### config.mk
export PLATFORM = sky130hd
export DESIGN_NAME = cti_core_ctrl
export DESIGN_NICKNAME = d
export VERILOG_FILES = /design/src/cti_pkg.sv /design/src/cti_core_ctrl.sv /design/src/cti_len_decode.sv /design/src/cti_mcyc_gen.sv
export SDC_FILE = /design/constraint.sdc
export NUM_CORES = 1
export LEC_CHECK = 0
export ABC_CLOCK_PERIOD_IN_PS = 1700
export BUFFER_PORTS_ARGS = -buffer_cell sky130_fd_sc_hd__buf_2
export CELL_PAD_IN_SITES_DETAIL_PLACEMENT = 1
export CELL_PAD_IN_SITES_GLOBAL_PLACEMENT = 2
export CORE_ASPECT_RATIO = 1.2
export CORE_MARGIN = 4
export CORE_UTILIZATION = 31
export CTS_BUF_LIST = sky130_fd_sc_hd__clkbuf_4 sky130_fd_sc_hd__clkbuf_8 sky130_fd_sc_hd__clkbuf_16
export CTS_CLUSTER_SIZE = 20
export DETAILED_ROUTE_END_ITERATION = 10
export PLACE_DENSITY_LB_ADDON = 0.3
export SYNTH_ARGS = -nofsm -noshare
export SYNTH_HDL_FRONTEND = slang
export SYNTH_SLANG_ARGS = --single-unit
### constraint.sdc
create_clock -name clk_sys_in -period 1.7 [get_ports clk_sys_in]
set_input_delay 0.17 -clock clk_sys_in [delete_from_list [all_inputs] [get_ports clk_sys_in]]
set_output_delay 0.17 -clock clk_sys_in [all_outputs]
set_load 0.05 [all_outputs]
### src/cti_pkg.sv
// package: constants for instruction timing decoder and idle control
package cti_pkg;
    localparam logic [7:0] CTI_OP_IDLE       = 8'h01;
    localparam logic [7:0] CTI_OP_NOP        = 8'h00;
    localparam logic [7:0] CTI_OP_EN_I       = 8'h05;
    localparam logic [7:0] CTI_OP_DIS_I      = 8'h15;
    localparam logic [7:0] CTI_OP_TMR_IRQ_EN  = 8'h25;
    localparam logic [7:0] CTI_OP_TMR_IRQ_DIS = 8'h35;
    localparam logic [7:0] CTI_OP_PWR_DOWN   = 8'hFF;
    localparam int CTI_OSC_PER_MCYC          = 15;
    localparam logic [3:0] CTI_MCYC_LAST     = 4'(CTI_OSC_PER_MCYC - 1);
    localparam logic [11:0] CTI_VEC_RESET    = 12'h000;
    localparam logic [11:0] CTI_VEC_EXT      = 12'h003;
    localparam logic [11:0] CTI_VEC_TIMER    = 12'h007;
    localparam logic [1:0] CTI_LEN_ONE       = 2'h1;
    localparam logic [1:0] CTI_LEN_TWO       = 2'h2;
    localparam int CTI_IRQ_LOW_MCYC          = 3;
    localparam logic [1:0] CTI_IRQ_HOLD_LAST = 2'(CTI_IRQ_LOW_MCYC - 1);
    typedef enum logic [3:0] {
        CTI_ST_RUN  = 4'h1,
        CTI_ST_EXEC = 4'h2,
        CTI_ST_IDLE = 4'h4,
        CTI_ST_PDN  = 4'h8
    } cti_state_t;
endpackage
### src/cti_core_ctrl.sv
// instruction timing sequencer with idle and power-down control
//
// Overview of operation
// - executing opcode 01H suspends execution and enters idle.
// - idle ends only on reset or an enabled interrupt request.
// - only external low-active interrupt and timer overflow wake idle.
// - waking interrupt leaves idle and vectors to that source's routine.
// - conventional power-down standby mode remains supported alongside idle.
// - accumulator ALU ops 1 byte 1 cycle, immediate 2 bytes 2 cycles.
// - single-operand accumulator operations take 1 byte 1 cycle.
// - register increment/decrement and indirect increment take 1 byte 1 cycle.
// - branches 2 cycles; direct jump and decrement-branch 2 bytes, indirect 1.
// - conditional jumps take 2 bytes and 2 cycles.
// - call 2 bytes 2 cycles; both returns 1 byte 2 cycles.
// - port/bus i/o 2 cycles; masked 2 bytes, plain 1 byte.
// - expander port operations take 1 byte and 2 cycles.
// - external data moves and page lookups take 1 byte 2 cycles.
// - moves and exchanges 1 byte 1 cycle; immediate loads 2 and 2.
// - timer/counter instructions take 1 byte and 1 cycle.
// - control instructions take 1 byte and 1 cycle.
// - idle select completes in one cycle before idle takes effect.
// - in idle, oscillator, timer and interrupt inputs keep running.
// - external interrupt disabled after every reset until re-enabled.
`timescale 1ns/1ps
module cti_core_ctrl
    import cti_pkg::*;
(
    // clock and reset
    input  wire logic        clk_sys_in,
    input  wire logic        sys_rst_in,
    // instruction fetch
    input  wire logic [7:0]  opcode_in,
    input  wire logic        opcode_valid_in,
    // interrupt sources
    input  wire logic        ext_irq_n_in,
    input  wire logic        timer_ovf_in,
    // power-down wake (external reset pin path handled by sys_rst_in)
    // status and control outputs
    output logic             fetch_ready_out,
    output logic [1:0]       instr_bytes_out,
    output logic [1:0]       instr_cycles_out,
    output logic             instr_done_out,
    output logic             idle_out,
    output logic             power_down_out,
    output logic             vector_load_out,
    output logic [11:0]      vector_addr_out,
    output logic             ext_irq_en_out,
    output logic             timer_irq_en_out,
    output logic             mcyc_end_out
);
    logic       mcyc;
    logic [1:0] dec_bytes;
    logic [1:0] dec_cycles;
    cti_state_t state_reg;
    cti_state_t state_next;
    logic [1:0] cyc_left_reg;
    logic [1:0] cyc_left_next;
    logic [1:0] bytes_reg;
    logic [1:0] cycles_reg;
    logic [7:0] op_reg;
    logic       ext_en_reg;
    logic       tmr_en_reg;
    logic       ext_en_next;
    logic       tmr_en_next;
    logic       tmr_pend_reg;
    logic [1:0] irq_low_cnt_reg;
    logic [1:0] irq_low_cnt_next;
    logic       done_next;
    logic       vload_next;
    logic [11:0] vaddr_next;

    cti_mcyc_gen u_mcyc
    (
        .clk_sys_in   (clk_sys_in),
        .sys_rst_in   (sys_rst_in),
        .mcyc_end_out (mcyc)
    );

    cti_len_decode u_dec
    (
        .opcode_in  (opcode_in),
        .bytes_out  (dec_bytes),
        .cycles_out (dec_cycles)
    );

    // the machine cycle counter and interrupt sampling never stop, even in idle
    wire take      = (state_reg == CTI_ST_RUN) && opcode_valid_in && mcyc;
    wire last_cyc  = (state_reg == CTI_ST_EXEC) && mcyc && (cyc_left_reg == 2'h1);
    wire op_idle   = (op_reg == CTI_OP_IDLE);
    wire op_pdn    = (op_reg == CTI_OP_PWR_DOWN);
    // level is qualified over machine cycles so a short glitch does not wake
    wire ext_req   = (irq_low_cnt_reg == CTI_IRQ_HOLD_LAST) && !ext_irq_n_in;
    wire ext_wake  = ext_req && ext_en_reg;
    wire tmr_wake  = tmr_pend_reg && tmr_en_reg;
    wire any_wake  = ext_wake || tmr_wake;

    assign irq_low_cnt_next = ext_irq_n_in ? 2'h0 :
        ((mcyc && irq_low_cnt_reg != CTI_IRQ_HOLD_LAST) ? 2'(irq_low_cnt_reg + 2'h1) : irq_low_cnt_reg);

    assign ext_en_next = (last_cyc && op_reg == CTI_OP_EN_I) ? 1'b1 :
                         (last_cyc && op_reg == CTI_OP_DIS_I) ? 1'b0 : ext_en_reg;
    assign tmr_en_next = (last_cyc && op_reg == CTI_OP_TMR_IRQ_EN) ? 1'b1 :
                         (last_cyc && op_reg == CTI_OP_TMR_IRQ_DIS) ? 1'b0 : tmr_en_reg;

    assign cyc_left_next = take ? dec_cycles :
                           ((state_reg == CTI_ST_EXEC) && mcyc) ? 2'(cyc_left_reg - 2'h1) : cyc_left_reg;

    // external vector wins when both wake in the same cycle
    assign vaddr_next = ext_wake ? CTI_VEC_EXT : CTI_VEC_TIMER;
    assign vload_next = (state_reg == CTI_ST_IDLE) && any_wake;
    assign done_next  = last_cyc;

    always_comb
    begin
        state_next = state_reg;
        case (state_reg)
            CTI_ST_RUN:
            begin
                if (take)
                    state_next = CTI_ST_EXEC;
            end
            CTI_ST_EXEC:
            begin
                // idle select retires its one cycle first, then idle begins
                if (last_cyc && op_idle)
                    state_next = CTI_ST_IDLE;
                else if (last_cyc && op_pdn)
                    state_next = CTI_ST_PDN;
                else if (last_cyc)
                    state_next = CTI_ST_RUN;
            end
            CTI_ST_IDLE:
            begin
                if (any_wake)
                    state_next = CTI_ST_RUN;
            end
            CTI_ST_PDN:
            begin
                // standby is left only through reset
                state_next = CTI_ST_PDN;
            end
            default:
            begin
                state_next = CTI_ST_RUN;
            end
        endcase
    end

    always_ff @(posedge clk_sys_in)
    begin
        if (sys_rst_in)
        begin
            state_reg    <= CTI_ST_RUN;
            cyc_left_reg <= 2'h0;
            op_reg       <= CTI_OP_NOP;
            bytes_reg    <= CTI_LEN_ONE;
            cycles_reg   <= CTI_LEN_ONE;
        end
        else
        begin
            state_reg    <= state_next;
            cyc_left_reg <= cyc_left_next;
            if (take)
            begin
                op_reg     <= opcode_in;
                bytes_reg  <= dec_bytes;
                cycles_reg <= dec_cycles;
            end
        end
    end

    always_ff @(posedge clk_sys_in)
    begin
        if (sys_rst_in)
        begin
            ext_en_reg      <= 1'b0;
            tmr_en_reg      <= 1'b0;
            tmr_pend_reg    <= 1'b0;
            irq_low_cnt_reg <= 2'h0;
        end
        else
        begin
            ext_en_reg      <= ext_en_next;
            tmr_en_reg      <= tmr_en_next;
            irq_low_cnt_reg <= irq_low_cnt_next;
            // a new overflow wins over the clear taken by a timer wake
            tmr_pend_reg    <= timer_ovf_in || (tmr_pend_reg && !(vload_next && !ext_wake));
        end
    end

    always_ff @(posedge clk_sys_in)
    begin
        if (sys_rst_in)
        begin
            fetch_ready_out  <= 1'b0;
            instr_bytes_out  <= CTI_LEN_ONE;
            instr_cycles_out <= CTI_LEN_ONE;
            instr_done_out   <= 1'b0;
            idle_out         <= 1'b0;
            power_down_out   <= 1'b0;
            vector_load_out  <= 1'b0;
            vector_addr_out  <= CTI_VEC_RESET;
            ext_irq_en_out   <= 1'b0;
            timer_irq_en_out <= 1'b0;
            mcyc_end_out     <= 1'b0;
        end
        else
        begin
            fetch_ready_out  <= (state_next == CTI_ST_RUN);
            instr_bytes_out  <= bytes_reg;
            instr_cycles_out <= cycles_reg;
            instr_done_out   <= done_next;
            idle_out         <= (state_next == CTI_ST_IDLE);
            power_down_out   <= (state_next == CTI_ST_PDN);
            vector_load_out  <= vload_next;
            if (vload_next)
                vector_addr_out <= vaddr_next;
            ext_irq_en_out   <= ext_en_next;
            timer_irq_en_out <= tmr_en_next;
            mcyc_end_out     <= mcyc;
        end
    end
endmodule

### src/cti_len_decode.sv
// opcode to byte length and machine cycle count decoder
`timescale 1ns/1ps
module cti_len_decode
    import cti_pkg::*;
(
    // opcode
    input  wire logic [7:0] opcode_in,
    // decoded length
    output logic [1:0]      bytes_out,
    output logic [1:0]      cycles_out
);
    // low nibble of the opcode groups the encoding families
    wire [3:0] lo = opcode_in[3:0];
    wire [3:0] hi = opcode_in[7:4];
    // accumulator and data move immediates: x3 column
    // rows 8 and 9 of this column are the returns, which carry no operand byte
    wire imm_acc   = (lo == 4'h3) && (hi inside {4'h0, 4'h1, 4'h2, 4'h4, 4'h5, 4'hD});
    // row B also holds the indirect jump and flag ops, so only the load columns count
    wire imm_reg   = (hi == 4'hB) && (lo[3] || (lo[3:1] == 3'h0));
    wire jmp_dir   = (lo == 4'h4) && !hi[0];
    wire call_dir  = (lo == 4'h4) && hi[0];
    wire dec_and_branch = (hi == 4'hE) && opcode_in[3];
    wire indirect_jump  = (opcode_in == 8'hB3);
    // bit tests sit in odd rows of column 2; even rows there are one-cycle moves except 02H, a two-cycle plain i/o
    wire cond_jmp  = (lo == 4'h6) || ((lo == 4'h2) && hi[0]);
    wire ret_any   = (opcode_in == 8'h83) || (opcode_in == 8'h93);
    wire io_mask   = (lo inside {4'h8, 4'h9, 4'hA}) && (hi inside {4'h8, 4'h9});
    wire io_plain  = ((lo inside {4'h8, 4'h9, 4'hA}) && (hi inside {4'h0, 4'h3}))
                  || (opcode_in == 8'h02);
    wire expander  = (lo inside {4'hC, 4'hD, 4'hE, 4'hF}) && (hi inside {4'h0, 4'h3, 4'h8, 4'h9});
    wire ext_or_lookup = (opcode_in inside {8'h80, 8'h81, 8'h90, 8'h91, 8'hA3, 8'hE3});
    wire two_byte  = imm_acc || imm_reg || jmp_dir || call_dir || dec_and_branch || cond_jmp || io_mask;
    wire two_cyc   = two_byte || indirect_jump || ret_any || io_plain || expander || ext_or_lookup;
    // everything else (alu reg, flags, timer, control, idle select) is one byte one cycle
    assign bytes_out  = two_byte ? CTI_LEN_TWO : CTI_LEN_ONE;
    assign cycles_out = two_cyc ? CTI_LEN_TWO : CTI_LEN_ONE;
endmodule

### src/cti_mcyc_gen.sv
// machine cycle strobe generator, one pulse every fifteen oscillator periods
`timescale 1ns/1ps
module cti_mcyc_gen
    import cti_pkg::*;
(
    // clock and reset
    input  wire logic clk_sys_in,
    input  wire logic sys_rst_in,
    // strobe
    output logic      mcyc_end_out
);
    logic [3:0] cnt_reg;
    logic [3:0] cnt_next;
    logic       end_next;
    assign end_next = (cnt_reg == CTI_MCYC_LAST);
    assign cnt_next = end_next ? 4'h0 : 4'(cnt_reg + 4'h1);
    always_ff @(posedge clk_sys_in)
    begin
        if (sys_rst_in)
        begin
            cnt_reg      <= 4'h0;
            mcyc_end_out <= 1'b0;
        end
        else
        begin
            cnt_reg      <= cnt_next;
            mcyc_end_out <= end_next;
        end
    end
endmodule

* Word level (Yosys, flattened, before mapping)
Index checks and enable logic that the tools add are counted.
** Word-level totals
- Bits in registers :: 50
- Input port bits :: 13
- Output and inout port bits :: 24
- Word-level logic and storage cells :: 147
** Operators by class
- Add/subtract/negate cells :: 3
- Equality and inequality tests :: 48
- Muxes and demuxes :: 15
- Reductions and logical operators :: 61
** Operator list (number)
- $eq 8x8->1 const B :: 10
- $eq 4x4->1 const B :: 15
- $logic_and 1x1->1 :: 26
- $eq 4x3->1 const B :: 6
- $eq 4x2->1 const B :: 5
- $mux 4 :: 5
- $logic_or 1x1->1 :: 17
- $eq 8x6->1 const B :: 2
- $pmux 4 s4 :: 1
- $eq 4x1->1 const B :: 3
- $reduce_bool 6->1 :: 2
- $reduce_bool 2->1 :: 5
- $eq 8x1->1 const B :: 1
- $eq 8x2->1 const B :: 1
- $eq 8x3->1 const B :: 1
- $eq 8x5->1 const B :: 1
- $mux 2 :: 4
- $reduce_bool 4->1 :: 2
- $add 4x1->4 const B :: 1
- $logic_not 1->1 :: 4
- $logic_not 4->1 :: 1
- $mux 1 :: 4
- $reduce_or 2->1 :: 2
- $logic_not 3->1 :: 1
- 7 further kinds :: 7

* Logic depth before layout (Yosys ltp)
Gate-level depths: netlist (run 1).
- Depth in word-level cells :: 16
- Mapped depth :: 7
- Mapped depth without buffers :: 7

* By module
From an unflattened synthesis (run 1), not the netlist that was laid out.
** Second synthesis, totals
- Cells, all modules :: 217
- Area, all modules :: 1874.3 µm²
** Modules (own cells, without submodules)
- cti_core_ctrl :: times used 1, cells an instance 162, area each 1452.6 µm², sequential area each 700.7 µm²
- cti_len_decode :: times used 1, cells an instance 34, area each 222.7 µm², sequential area each 0.0 µm²
- cti_mcyc_gen :: times used 1, cells an instance 21, area each 198.9 µm², sequential area each 100.1 µm²

* Worst setup path after synthesis (run 1)
Ideal clock, no wire load.
- Path type :: flip-flop to flip-flop
- Start :: register ext_irq_en_out (netlist name)
- End :: register tmr_pend_reg
- Setup time :: 128 ps
- Arrival time :: 1394 ps
- Required time :: 1572 ps
- Path slack :: 178 ps
- Cell stages (with the launch flop) :: 6
- Path buffers :: 0
- Period minus slack after synthesis :: 1522 ps
- Cell sequence :: dfxtp_1 nand3b_1 a21boi_0 nand2_1 a21oi_1 nor2_1
** RTL lines
- end signal, assigned :: RTL line cti_core_ctrl.sv:187 : tmr_pend_reg <= timer_ovf_in || (tmr_pend_reg && !(vload_next && !ext_wake));
- end, declared :: RTL line cti_core_ctrl.sv:65 : logic tmr_pend_reg;

* Final worst setup path (run 1)
- Start :: register state_reg[0]
- End :: register cyc_left_reg[0]
** On the way
- Word-level cells in the longest chain between the ends :: 4
- Elaborated cells between the ends (all ways) :: 7
- Those cells by class :: 2 x eq/ne; 1 x mux; 4 x reduce/logical
** Ends and longest elaborated chain
- start, declared :: RTL line cti_core_ctrl.sv:54 : cti_state_t state_reg;
- start signal, assigned :: RTL line cti_core_ctrl.sv:161 : state_reg <= state_next;
- $eq 4x1->1 :: RTL line cti_core_ctrl.sv:87 : wire take = (state_reg == CTI_ST_RUN) && opcode_valid_in && mcyc;
- $logic_and 1x1->1 (2 in series) :: RTL line cti_core_ctrl.sv:87
- $mux 2 or $reduce_bool 2->1 (tied branches)
- end signal, assigned :: RTL line cti_core_ctrl.sv:162 : cyc_left_reg <= cyc_left_next;
- end, declared :: RTL line cti_core_ctrl.sv:56 : logic [1:0] cyc_left_reg;
Several ways; a longest one is shown, not always the timed one.
A chain may end at the register's enable or synchronous reset.

==> results of run 1 <==
## stage by stage
stage	area, µm²	util [%]	cells	worst slack, ns	total power, mW
finish	2070	36.8	302	0.113	1.75
CTS	2050	36.4	302	0.0846	1.77
floorplan	1830	-	218	0.178	1.10
global placement	1960	34.8	294	0.00969	1.12
detailed placement	1960	34.8	294	-0.00557	1.11
global route	2070	36.8	302	-0.0521	1.83
## how the worst min path moves through the flow
stage / startpoint / to / slack (ns)
floorplan: ext_irq_n_in / irq_low_cnt_reg[0]$_SDFFE_PP0P_ / 0.25
global placement: ext_irq_n_in / irq_low_cnt_reg[0]$_SDFFE_PP0P_ / 0.37
detailed placement: ext_irq_n_in / irq_low_cnt_reg[0]$_SDFFE_PP0P_ / 0.38
CTS: ext_irq_n_in / irq_low_cnt_reg[0]$_SDFFE_PP0P_ / 0.06
global route: ext_irq_n_in / irq_low_cnt_reg[0]$_SDFFE_PP0P_ / 0.06
finish: ext_irq_n_in / irq_low_cnt_reg[0]$_SDFFE_PP0P_ / 0.06
## repair_timing
item,4_1_cts,5_1_grt
cloned,0,0
hold buffers,0,0
resized for setup,1,4
endpoints found under the setup margin,1,8
## cells by family (layout without fill, tap and decap cells)
| group | count (synthesis) | in the layout |
|---|---|---|
| muxes | 2 | 2 |
| DFF | 40 | 40 |
| AOI/OAI and AO/OA | 43 | 43 |
| adders and majority gates | 4 | 4 |
| xor gates and xnor gates | 3 | 3 |
| and+or+nand+nor | 91 | 91 |
| buffers and inverters | 26 | 46 |
| other | 1 | 9 |
## Yosys cell counts, types with 2 or more instances
cell type | instances | area share [%]
sky130_fd_sc_hd__a21oi_1 | 21 | 5.8
sky130_fd_sc_hd__a311oi_1 | 2 | 0.97
sky130_fd_sc_hd__and2_1 | 3 | 1.0
sky130_fd_sc_hd__buf_1 | 2 | 0.42
sky130_fd_sc_hd__buf_2 | 3 | 0.83
sky130_fd_sc_hd__buf_4 | 10 | 4.2
sky130_fd_sc_hd__clkbuf_1 | 3 | 0.62
sky130_fd_sc_hd__dfxtp_1 | 40 | 44
sky130_fd_sc_hd__ha_1 | 4 | 2.8
sky130_fd_sc_hd__inv_1 | 7 | 1.5
sky130_fd_sc_hd__mux2i_1 | 2 | 1.1
sky130_fd_sc_hd__nand2_1 | 24 | 5.0
sky130_fd_sc_hd__nand2b_1 | 3 | 1.0
sky130_fd_sc_hd__nand3_1 | 7 | 1.9
sky130_fd_sc_hd__nand3b_1 | 2 | 0.83
sky130_fd_sc_hd__nand4_1 | 2 | 0.69
sky130_fd_sc_hd__nand4b_1 | 3 | 1.5
sky130_fd_sc_hd__nor2_1 | 21 | 4.4
sky130_fd_sc_hd__nor2b_1 | 6 | 2.1
sky130_fd_sc_hd__nor3_1 | 4 | 1.1
sky130_fd_sc_hd__nor4b_1 | 2 | 0.97
sky130_fd_sc_hd__o21ai_0 | 8 | 2.2
sky130_fd_sc_hd__or2_2 | 3 | 1.0
sky130_fd_sc_hd__or3_1 | 2 | 0.69
sky130_fd_sc_hd__xor2_1 | 2 | 0.97
## worst register-to-register path: cells and delay by family (launching register included)
kind	cells	cell delay (ns)
AND/OR/NAND/NOR	3	0.65
flip-flops	1	0.45
AO/OA/AOI/OAI	2	0.44
## per-layer routing
layer	track usage (%)	wire length (µm)	vias up
met1	14.4	1830	714
met3	2.98	186	5
li1	-	-	759
met5	0	0	-
met2	21.4	2000	36
met4	5.79	87	0
## cell type report
type | instances | area share [%]
multi-input combinational | 152 | 43.8
inverter | 7 | 1.27
clock buffer | 6 | 3.98
timing repair buffer | 31 | 7.96
sequential | 40 | 38.6
clock inverter | 2 | 0.483
tap | 64 | 3.86
## report_power, final
group          internal, mW  switching, mW
Clock                 0.324          0.328
Sequential            0.945        0.00763
Combinational        0.0347          0.106
==> results.md, run 1 <==
- Adding up every negative setup slack in the final design gives 0 ns.
- From synthesis to final layout, the design area changed by 15.1%.
- The most critical setup path has its startpoint at state_reg[0]$_SDFF_PP1_.
- The critical path is of the flip-flop to flip-flop type.
- The average via count per standard cell is 5.01.
- The antenna diode count is 0.
- The floorplan step defined a die boundary enclosing 7100 µm².
- In this run the core area contains 30 standard-cell rows.
- The congestion estimate from routability-driven global placement came to 0.744.
- Entering global routing, the biggest net connects 22 pins.
- Measured along the x axis, the die boundary spans 77.6 µm.
- The endpoint of the worst-slack reg-to-reg timing path is cyc_left_reg[0]$_SDFFE_PP0P_.
- After synthesis, the share of cell area in mux cells is 1.11%.
- The clock net in this run drives a total of 40 sinks.
- VDD sags by at most 0.261 mV.
- Max-cap violations in this run came to 0.
- The hold violation total from the final report is 0.
- After filler insertion, the fill cell instance count of the layout stands at 727.
- The worst setup path is launched from a flip-flop.
- The clock network latency to the later pin of the worst-skew pair is 0.29 ns.
- The number of DRC markers in iteration 0 is 54.
- The leftover overflow at the end of global routing is 0.
- The clock transition at the registers of the reported paths is 0.08 ns.
- The number of buffers on the longest clock path is 2.
- For this design the ratio of total power to cell area is 841 nW/µm².
- For this run, the slowest stage of the critical path takes 0.45 ns.
- The synthesized area per cell is 8.58 µm².
- The final worst-path cycle share is 93.3%.
- The worst hold slack is 0.0615 ns.
- Walking the worst path, the cells encountered are nor2b_1, nand4_1, a311oi_2, nor3b_4, a31o_2.
- The number of antenna violations at the first check in global routing is 0.
- The CTS tree is done.
- The total buffers and inverters traversed by the critical path is 0.
- The startpoint identified for the worst register-to-register timing path is state_reg[0]$_SDFF_PP1_.
- The first TritonRoute pass finished after 4 iterations.
- The count of nets left with antenna violations once routing finished came out at 0.
- The depth of the CTS H-tree is 2.
- The area taken by flip-flops and latches is 801 µm².
- Summing the areas of all compound-gate instances in the mapped netlist gives 14.9% of the synthesized area.
- The register with the most flip-flops in the layout has 8 of them.
- During I/O placement, the number of pins put on the boundary was 37.
- The number of setup violations in the final report is 0.
- The final-report max-slew violation count is 0.
- The region available for standard cell placement spans 5630 µm².
- Setup repair after global routing could not meet its margin everywhere.
- Counting buffers and inverters, the worst setup path is 5 cells deep.
- The first global-routing pass estimated 7040 µm of wire.
- The most instantiated flip-flop cell in the synthesis netlist is sky130_fd_sc_hd__dfxtp_1.
- The smallest clock period supported by the final layout is computed as 1.59 ns.
- In the global route stage, overall resource usage came out at 12.5%.
- Summing the areas of all fa, ha and maj instances in the mapped netlist gives 2.78% of the synthesized area.
- The detailed-route wire length per cell is 13.6 µm.
- The via count of the first global-routing pass came to 1542.
- The final layout contains routed wiring with a total length of 4100 µm.
- The final layout contains 254 nets.
- The largest individual stage delay along the critical path comes from the cell sky130_fd_sc_hd__dfxtp_1.
- The endpoint of the most critical setup path is cyc_left_reg[0]$_SDFFE_PP0P_.
- Along the worst hold path, the cell count comes to 2.
- Counting flops and latches in the post-synthesis netlist gives 40.
- In this run the worst path has a maximum fanout of 5.
- The leading cell type in the layout, fill and taps excluded is sky130_fd_sc_hd__dfxtp_1.
- For the worst flop-to-flop path, the logic depth is 5.
- The top cell types in the final layout, fill and taps aside, are sky130_fd_sc_hd__dfxtp_1 (40), sky130_fd_sc_hd__buf_2 (27), sky130_fd_sc_hd__nand2_1 (24).
- The multi-input combinational cells in the finished layout cover a total of 910 µm².
- The flow ran to the end, and the final reports show no timing, DRC or antenna violations.
- For this design the static power due to leakage is 0.814 nW.
- The synthesized netlist occupies a cell area of 1800 µm².
- Across the routed clock network, the largest skew measured is 0.00426 ns.
- The count of input and output buffers is 27.
- For this block, the via count after detailed routing is 1514.
- The share of synthesized cell area in and, or, nand and nor gates is 27.0%.
- Clock tree synthesis inserted a total of 5 buffers.
- Summed over all nets, the half-perimeter wirelength after detailed placement is 3040 µm.
- In this design, the largest share of critical-path delay is due to simple AND/OR/NAND/NOR gates.
- The minimum setup slack among reg-to-reg paths is 0.11 ns.
- The library cell used as clock root buffer is sky130_fd_sc_hd__clkbuf_8.
- The height of the die is 91.5 µm.
- The number of flops mapped to enable cells by yosys is 0.
- The effective utilization at floorplan is 32.0%.
- The worst hold path belongs to the class input port to flip-flop.
- The data required time of the worst path is 1.94 ns.
- The signal arrival time at the worst endpoint is 1.83 ns.
- Synthesis produced a netlist whose cell count is 210.
- The largest family of logic cells by synthesized area is simple AND/OR/NAND/NOR gates.
- The count of synthesis-stage warnings from yosys is 0.
- The post-CTS repair timing setup buffer count is 0.
- Timing would allow up to 0.630 GHz.
- STA classifies the critical path endpoint as a flip-flop.
- The number of distinct library cell variants in the gate-level netlist after synthesis is 49.
- After Yosys synthesis, XOR and XNOR cells account for 1.46% of the synthesized area.
- The fraction of registers with async set or reset after synthesis is 0%.
- For this run, design rule violations remaining after detail routing come to 0.
- Of the synthesized area, sequential elements account for 44.4%.
- The ratio of cells with drive above 1 in the final layout is 21.0%.
Power figures use the tool's default switching activity.
==> run 2, diff against run 1 <==
--- a/config.mk
+++ b/config.mk
@@ -5,13 +5,14 @@
 export SDC_FILE = /design/constraint.sdc
 export NUM_CORES = 1
 export LEC_CHECK = 0
+export ABC_AREA = 1
 export ABC_CLOCK_PERIOD_IN_PS = 1700
 export BUFFER_PORTS_ARGS = -buffer_cell sky130_fd_sc_hd__buf_2
 export CELL_PAD_IN_SITES_DETAIL_PLACEMENT = 1
 export CELL_PAD_IN_SITES_GLOBAL_PLACEMENT = 2
 export CORE_ASPECT_RATIO = 1.2
 export CORE_MARGIN = 4
-export CORE_UTILIZATION = 31
+export CORE_UTILIZATION = 29
 export CTS_BUF_LIST = sky130_fd_sc_hd__clkbuf_4 sky130_fd_sc_hd__clkbuf_8 sky130_fd_sc_hd__clkbuf_16
 export CTS_CLUSTER_SIZE = 20
 export DETAILED_ROUTE_END_ITERATION = 10
==> run 2 against run 1 <==
- first-iteration DRC count shrank 31%
- combinational power grew 5%
- die area grew 8.6%
- sequential share of layout area shrank 1.5 points
- total power grew 7.2%
- sequential cell count is the same
- clock skew grew 0.0042 ns
- area after synthesis grew 2.4%
- routed wire length grew 3.8%
- critical endpoint is now op_reg[0]$_SDFFE_PP0P_
- worst setup slack gained 0.17 ns
- global-route usage shrank 0.27 points
- largest power group unchanged
==> results.md, run 2 <==
- The run finished with clean final reports.
- The wire length of the first global-routing pass is 7310 µm (+3.8%).
- The number of inserted filler cells in the final layout came to 821 (+13%).
- The placeable core region is 6130 µm² (+8.8%).
- The height of the die is 95.4 µm (+4.2%).
- The combined area of all synthesized cells was 1850 µm² (+2.4%).
- The detailed placer's ending HPWL is 3400 µm (+12%).
- The path class of the lowest-slack min-delay path is input port to flip-flop.
- The data required time of the worst path was 1.88 ns (-0.06 ns).
- The DRC violations left is 0 (unchanged).
- The signal arrival time at the worst endpoint came to 1.60 ns (-0.23 ns).
- The final standard cell utilization of the core came to 35.2% (-1.6 points).
- The die area is 7710 µm² (+8.6%).
- The final sum of negative setup slack came to 0 ns (unchanged).
- The number of buffers on the longest clock path was 2 (unchanged).
- The number of distinct library cell variants in the gate-level netlist after synthesis was 29 (-41%).
- The clock network latency to the later pin of the worst-skew pair is 0.29 ns (about the same).
- Relative to the synthesized area, the layout overhead comes to 16.9%.
- The depth of the CTS H-tree is 2 (unchanged).
- The length of the first detailed-routing pass in iterations was 4 (unchanged).
- TritonCTS built the clock tree.
- STA classifies the critical path startpoint as a flip-flop.
- The final cell count without fillers is 377 (+25%).
- The number of top-level pins is 37 (unchanged).
- The leakage dissipation is 1.05 nW (+29%).
- The average via count per standard cell is 4.36 (-13%).
- The leftover overflow at the end of global routing came to 0 (unchanged).
- The time the worst path needs with I/O delays and setup is 1.42 ns (-0.165 ns).
- The final-report max-slew violation count is 0 (unchanged).
- The global-route usage over all layers is 12.2% (-0.27 points).
- The final worst-path cycle share is 83.6% (-9.7 points).
- The sequential fraction of the synthesis area came to 43.4% (-1.1 points).
- Clock tree synthesis selected as its root buffer the cell sky130_fd_sc_hd__clkbuf_8.
- The placement row count was 31 (+3.3%).
- The clock tree skew after final layout is 0.00842 ns (+0.00416 ns).
- By area the synthesized netlist is led by sky130_fd_sc_hd__dfxtp_1 (43%), sky130_fd_sc_hd__nand2_1 (11%), sky130_fd_sc_hd__nor2_1 (8.5%).
- The number of buffers created by CTS is 5 (unchanged).
- The number of flops mapped to enable cells by yosys is 0 (unchanged).
- The effective utilization at floorplan is 30.1% (-1.9 points).
- Counting instances in the post-synthesis netlist gives the leading cell types as sky130_fd_sc_hd__nand2_1 (53), sky130_fd_sc_hd__nor2_1 (42), sky130_fd_sc_hd__dfxtp_1 (40).
- The detailed-route wire length per cell is 11.3 µm (-17%).
- The flip-flop count of the largest register, all copies and words added is 8 (unchanged).
- The maximum number of pins on one net before global-route repair was 20 (-9.1%).
- The antenna diode count is 0 (unchanged).
- The number of clock sinks is 40 (unchanged).
- The count of mapped cells out of synthesis is 263 (+25%).
- The number of nets with antenna violations after routing is 0 (unchanged).
- The count of input and output buffers was 27 (unchanged).
- The via count of the first global-routing pass was 1607 (+4.2%).
- The ratio of cells with drive above 1 in the final layout is 15.9% (-5.1 points).
- The fraction of registers with async set or reset after synthesis is 0% (unchanged).
- The via count is 1643 (+8.5%).
- The number of DRC markers in iteration 0 is 37 (-31%).
- The power density over the cells is 867 nW/µm² (+3.0%).
- The width of the die was 80.8 µm (+4.2%).
- The count of synthesis-stage warnings from yosys is 0 (unchanged).
- The number of register bits inferred by synthesis is 40 (unchanged).
- The aggregate routed wire length was 4260 µm (+3.8%).
- Summed over all instances, the cell type with the most area after synthesis is sky130_fd_sc_hd__dfxtp_1.
- The largest voltage drop on the vdd net is 0.285 mV (+9.2%).
- The synthesized area per cell is 7.02 µm² (-18%).
- Leaving out fill and tap cells, the most frequent cells in the layout are sky130_fd_sc_hd__nand2_1 (53), sky130_fd_sc_hd__nor2_1 (42), sky130_fd_sc_hd__dfxtp_1 (40).
- The capturing element type of the critical path is a flip-flop.
- The net count of the finished layout came to 311 (+22%).
- The highest clock frequency the design can meet was 0.703 GHz (+12%).
- The library cell used most frequently in the layout, excluding fill and tap cells, is sky130_fd_sc_hd__nand2_1.
- The hold violation total from the final report was 0 (unchanged).
- The worst setup path is of the flip-flop to flip-flop kind.
- The most instantiated flip-flop cell in the synthesis netlist is sky130_fd_sc_hd__dfxtp_1.
- The number of antenna violations at the first check in global routing is 0 (unchanged).
- The hold buffer count at CTS is 0 (unchanged).
- The clock transition at the registers of the reported paths is 0.08 ns (about the same).
- The share of the synthesized area in the top cell type was 43.4% (-1.1 points).
- sky130_fd_sc_hd__nand2_1 is the most common cell in the netlist.
- The weighted congestion at the end of routability-driven global placement was 0.744 (about the same).
- The number of instances resized during post-cts repair is 0 (-1).
- The maximum net fanout on the critical path is 19 (+14).
- The cell total after placement is 369 (+26%).
- The number of setup violations in the final report is 0 (unchanged).
- Setup repair after global routing left no endpoint under its margin.
- The max-capacitance violation count was 0 (unchanged).
- The post-CTS repair timing setup buffer count is 0 (unchanged).
==> run 2: cell count changes after synthesis, sizes merged, moves of 4 or more <==
cell | before | now
a21oi | 21 | 15
buf | 16 | 12
nand2 | 24 | 54
nand3 | 7 | 18
nor2b | 6 | 0
nor2 | 22 | 44
inv | 7 | 35
o21ai | 8 | 18
==> run 2: per-stage QoR <==
step           hold WS [ns]  instance area [µm²]  worst slack, ns  power (mW)
2_1_floorplan         0.287                 1880            0.311        1.09
3_5_place_dp          0.402                 2050            0.280        1.12
6_report              0.103                 2160            0.278        1.87
5_1_grt               0.118                 2160           0.0943        1.96
3_3_place_gp          0.386                 2050            0.289        1.12
4_1_cts              0.0960                 2160            0.241        1.90
==> run 2: where the power goes <==
part / total, mW / internal (mW) / switching [mW]
combinational: 0.148 / 0.0375 / 0.111
clock: 0.771 / 0.434 / 0.336
sequential: 0.951 / 0.945 / 0.00621
==> run 2: worst paths after layout <==
kind	start	end	slack [ns]	cells after the start
setup / recovery	state_reg[0]$_SDFF_PP1_	op_reg[0]$_SDFFE_PP0P_	0.28	6
hold reg to reg	cycles_reg[1]$_SDFFE_PP0P_	instr_cycles_out[1]$_SDFF_PP0_	0.43	2
setup reg to reg	state_reg[0]$_SDFF_PP1_	op_reg[0]$_SDFFE_PP0P_	0.28	6
hold / removal	timer_ovf_in	tmr_pend_reg$_SDFF_PP0_	0.10	3
==> run 2: routing by layer <==
layer	routed length (µm)	GRT usage [%]	vias to the layer above
met3	176	2.74	8
met5	0	0	-
li1	-	-	867
met1	1940	14.7	735
met2	2050	20.4	33
met4	98	5.63	0
==> run 2: cells by family after synthesis <==
| group | share of synthesized area [%] |
|---|---|
| simple gates | 29.8 |
| buf+inv | 12.5 |
| flops | 43.4 |
| compound gates | 10.4 |
| fa+ha+maj | 2.71 |
| xor+xnor | 0.949 |
| other cells | 0.203 |
==> run 2: layout make-up <==
class / instances / area, µm² / share of cell area, %
inverter: 36 / 135 / 6.26
clock inverter: 3 / 42.5 / 1.97
clock buffer: 5 / 68.8 / 3.19
timing repair buffer: 31 / 165 / 7.65
tap: 82 / 103 / 4.75
multi-input combinational: 180 / 843 / 39.1
sequential: 40 / 801 / 37.1
==> run 2: worst max-delay path, cell delays in order (launching register included) <==
cell,delay [ns]
sky130_fd_sc_hd__dfxtp_1,0.35
sky130_fd_sc_hd__inv_1,0.08
sky130_fd_sc_hd__nor2_1,0.14
sky130_fd_sc_hd__nand4_2,0.21
sky130_fd_sc_hd__buf_4,0.27
sky130_fd_sc_hd__o21ai_0,0.20
sky130_fd_sc_hd__a21oi_1,0.06
==> run 3, diff against run 2 <==
--- a/config.mk
+++ b/config.mk
@@ -6,7 +6,7 @@
 export NUM_CORES = 1
 export LEC_CHECK = 0
 export ABC_AREA = 1
-export ABC_CLOCK_PERIOD_IN_PS = 1700
+export ABC_CLOCK_PERIOD_IN_PS = 1500
 export BUFFER_PORTS_ARGS = -buffer_cell sky130_fd_sc_hd__buf_2
 export CELL_PAD_IN_SITES_DETAIL_PLACEMENT = 1
 export CELL_PAD_IN_SITES_GLOBAL_PLACEMENT = 2
==> constraint.sdc (replaced) <==
create_clock -name clk_sys_in -period 1.5 [get_ports clk_sys_in]
set_input_delay 0.15 -clock clk_sys_in [delete_from_list [all_inputs] [get_ports clk_sys_in]]
set_output_delay 0.15 -clock clk_sys_in [all_outputs]
set_load 0.05 [all_outputs]
==> run 3 against run 2 <==
- largest cell class unchanged
- sequential share of layout area decreased by 0.26 points
- sequential cell count unchanged
- combinational power up 11%
- clock skew is 0.00054 ns lower
- cell count unchanged
- highest routed layer unchanged
- core utilization up 0.24 points
- total power rose by 13%
- maximum frequency increased by 7.1%
- via count up 1.7%
- die area unchanged
- global-route usage decreased by 0.29 points
- critical path depth increased by 2
==> results.md, run 3 (synthesis gave the netlist of run 2 again) <==
- The count of input and output buffers is 27 (unchanged).
- The share of power burned in combinational logic is 7.8% (about the same).
- The wire length of the first global-routing pass came to 7180 µm (-1.9%).
- The DRC violations left was 0 (unchanged).
- The critical path ends at cyc_left_reg[1]$_SDFFE_PP0P_.
- In this run the critical register-to-register path is launched from state_reg[2]$_SDFF_PP0_.
- The signal arrival time at the worst endpoint is 1.52 ns (-0.08 ns).
- The leakage dissipation is 1.05 nW (+0.19%).
- The cell total after placement was 369 (unchanged).
- The clock tree skew after final layout is 0.00789 ns (-0.000537 ns).
- The post-CTS repair timing setup buffer count is 0 (unchanged).
- The switching power was 0.490 mW (+8.2%).
- The final cell count without fillers is 377 (unchanged).
- The count of cell instances traversed by the critical path is 8 (+2).
- The largest voltage drop on the vdd net was 0.312 mV (+9.6%).
- The leftover overflow at the end of global routing is 0 (unchanged).
- The number of DRC markers in iteration 0 is 31 (-16%).
- The met3 capacity usage during global routing is 2.93% (+0.19 points).
- Among the stages of the critical path, the cell type that occurs most often is sky130_fd_sc_hd__inv_1.
- Compared with the post-synthesis result, the final layout area differs by 17.8%.
- The worst setup path startpoint is state_reg[2]$_SDFF_PP0_.
- The via count was 1671 (+1.7%).
- The number of setup violations in the final report is 0 (unchanged).
- The die area was 7710 µm² (unchanged).
- The CTS tree is done.
- The signal on the critical path passes through nor2_4, nand3_2, nor2_2, inv_1, o21ai_0, nand3_1, nand2_1, inv_1.
- The endpoint identified for the worst register-to-register timing path is cyc_left_reg[1]$_SDFFE_PP0P_.
- The aggregate routed wire length is 4160 µm (-2.2%).
- The number of clock sinks was 40 (unchanged).
- The met1 usage in global routing is 13.4% (-1.3 points).
- The number of top-level pins is 37 (unchanged).
- The detailed-route wire length per cell is 11.0 µm (-2.2%).
- The placement row count is 31 (unchanged).
- The final worst-path cycle share is 88.5% (+4.8 points).
- The part of the power in the clock network is 41.1% (about the same).
- The sequential cell fraction of total power is 51.0% (about the same).
- The number of antenna violations at the first check in global routing is 0 (unchanged).
- The minimum setup slack among reg-to-reg paths was 0.17 ns (-0.11 ns).
- The critical path is of the flip-flop to flip-flop type.
- The global-route met2 utilization is 21.1% (+0.68 points).
- The average via count per standard cell is 4.43 (+1.7%).
- STA classifies the critical path endpoint as a flip-flop.
- The maximum number of pins on one net before global-route repair was 18 (-10%).
- The logic depth of the worst register-to-register path is 8 (+2).
- The length of the first detailed-routing pass in iterations came to 4 (unchanged).
- The maximum net fanout on the critical path is 4 (-15).
- The number of buffers on the longest clock path is 2 (unchanged).
- The weighted congestion at the end of routability-driven global placement is 0.788 (+5.9%).
- The via count of the first global-routing pass is 1671 (+4.0%).
- The worst hold path belongs to the class input port to flip-flop.
- The detailed placer's ending HPWL is 3370 µm (-0.80%).
- The clock transition at the registers of the reported paths is 0.08 ns (about the same).
- The placeable core region came to 6130 µm² (unchanged).
- The net count of the finished layout was 311 (unchanged).
- For this design, the slowest cell found on the critical path is sky130_fd_sc_hd__dfxtp_1.
- The hold violation total from the final report is 0 (unchanged).
- The most utilized layer in the global route result is met2.
- The library cell used as clock root buffer is sky130_fd_sc_hd__clkbuf_8.
- The flow ran to the end, and the final reports show no timing, DRC or antenna violations.
- The flip-flop count of the largest register, all copies and words added came to 8 (unchanged).
- The number of nets with antenna violations after routing is 0 (unchanged).
- The power density over the cells is 973 nW/µm² (+12%).
- The cell type group with the largest total delay on the critical path is simple AND/OR/NAND/NOR gates.
- The total buffers and inverters traversed by the critical path is 2 (unchanged).
- The width of the die is 80.8 µm (unchanged).
- The ratio of cells with drive above 1 in the final layout is 17.3% (+1.4 points).
- The data required time of the worst path is 1.70 ns (-0.18 ns).
- The antenna diode count is 0 (unchanged).
- The switching share of power is 23.2% (-1.0 points).
- The max-capacitance violation count is 0 (unchanged).
- The final-report max-slew violation count was 0 (unchanged).
- The clock network latency to the later pin of the worst-skew pair is 0.29 ns (about the same).
- The biggest cell delay along the critical path is 0.34 ns (about the same).
- STA classifies the critical path startpoint as a flip-flop.
- The final sum of negative setup slack is 0 ns (unchanged).
- The global-route usage over all layers was 11.9% (-0.29 points).
- In the layout the commonest cells are sky130_fd_sc_hd__nand2_1 (52), sky130_fd_sc_hd__nor2_1 (42), sky130_fd_sc_hd__dfxtp_1 (40).
- The time the worst path needs with I/O delays and setup came to 1.33 ns (-0.0946 ns).
- Setup repair after global routing left no endpoint under its margin.
- The cell internal power dissipation is 1.62 mW (+15%).
- The highest clock frequency the design can meet came to 0.753 GHz (+7.1%).
- The height of the die was 95.4 µm (unchanged).
- The library cell used most frequently in the layout, excluding fill and tap cells, is sky130_fd_sc_hd__nand2_1.
- The depth of the CTS H-tree is 2 (unchanged).
- The number of buffers created by CTS was 5 (unchanged).
- The effective utilization at floorplan came to 30.1% (unchanged).
-- run 3: cell count changes in the layout (fill, tap and decap cells not counted), sizes merged --
cell      change
clkbuf        +1
clkinvlp      -1
-- run 3: how the worst min path moves through the flow --
stage | end | depth (start not counted) | startpoint | slack, ns
after floorplan | tmr_pend_reg$_SDFF_PP0_ | 2 | timer_ovf_in | 0.27
after global placement | tmr_pend_reg$_SDFF_PP0_ | 3 | timer_ovf_in | 0.37
after detailed placement | tmr_pend_reg$_SDFF_PP0_ | 3 | timer_ovf_in | 0.40
after CTS | tmr_pend_reg$_SDFF_PP0_ | 3 | timer_ovf_in | 0.09
after global routing | tmr_pend_reg$_SDFF_PP0_ | 3 | timer_ovf_in | 0.09
final | tmr_pend_reg$_SDFF_PP0_ | 3 | timer_ovf_in | 0.09
-- run 3: area by class of cell --
type,count,area (µm²)
sequential,40,801
fill,824,3960
clock buffer,6,76.3
clock inverter,2,35.0
tap,82,103
multi-input combinational,180,858
timing repair buffer,31,165
inverter,36,135
-- run 3: metrics by stage --
stage	setup slack (ns)	hold WS, ns	total power, mW	util, %	area, µm²
floorplan	0.111	0.267	1.24	-	1880
global placement	0.0993	0.372	1.27	33.4	2050
detailed placement	0.0954	0.396	1.27	33.4	2050
CTS	0.0754	0.0897	2.16	35.2	2160
global route	0.0155	0.0948	2.22	35.5	2170
finish	0.173	0.0895	2.11	35.5	2170
-- run 3: power groups by stage --
stage / registers [mW] / clock network (mW) / logic (mW)
floorplan: 1.11 / 0 / 0.131
global placement: 1.10 / 0 / 0.166
detailed placement: 1.10 / 0 / 0.168
CTS: 1.08 / 0.909 / 0.169
global route: 1.08 / 0.947 / 0.188
finish: 1.08 / 0.870 / 0.165
-- run 3: layer usage --
layer | routed length, µm | part of all wire, %
met1 | 1810 | 43
met2 | 2080 | 50
met3 | 198 | 4.8
met4 | 75 | 1.8
met5 | 0 | 0
-- run 3: timing repair --
action / 4_1_cts / 5_1_grt
gates resized for setup: 0 / 5
endpoints found under the setup margin: 0 / 5
hold buffers: 0 / 0
-- run 3: worst min-delay path: cells and delay by family --
kind	cells	cell delay, ns
and+or+nand+nor	1	0.08
buffers and inverters	1	0.08
AOI/OAI and AO/OA	1	0.03
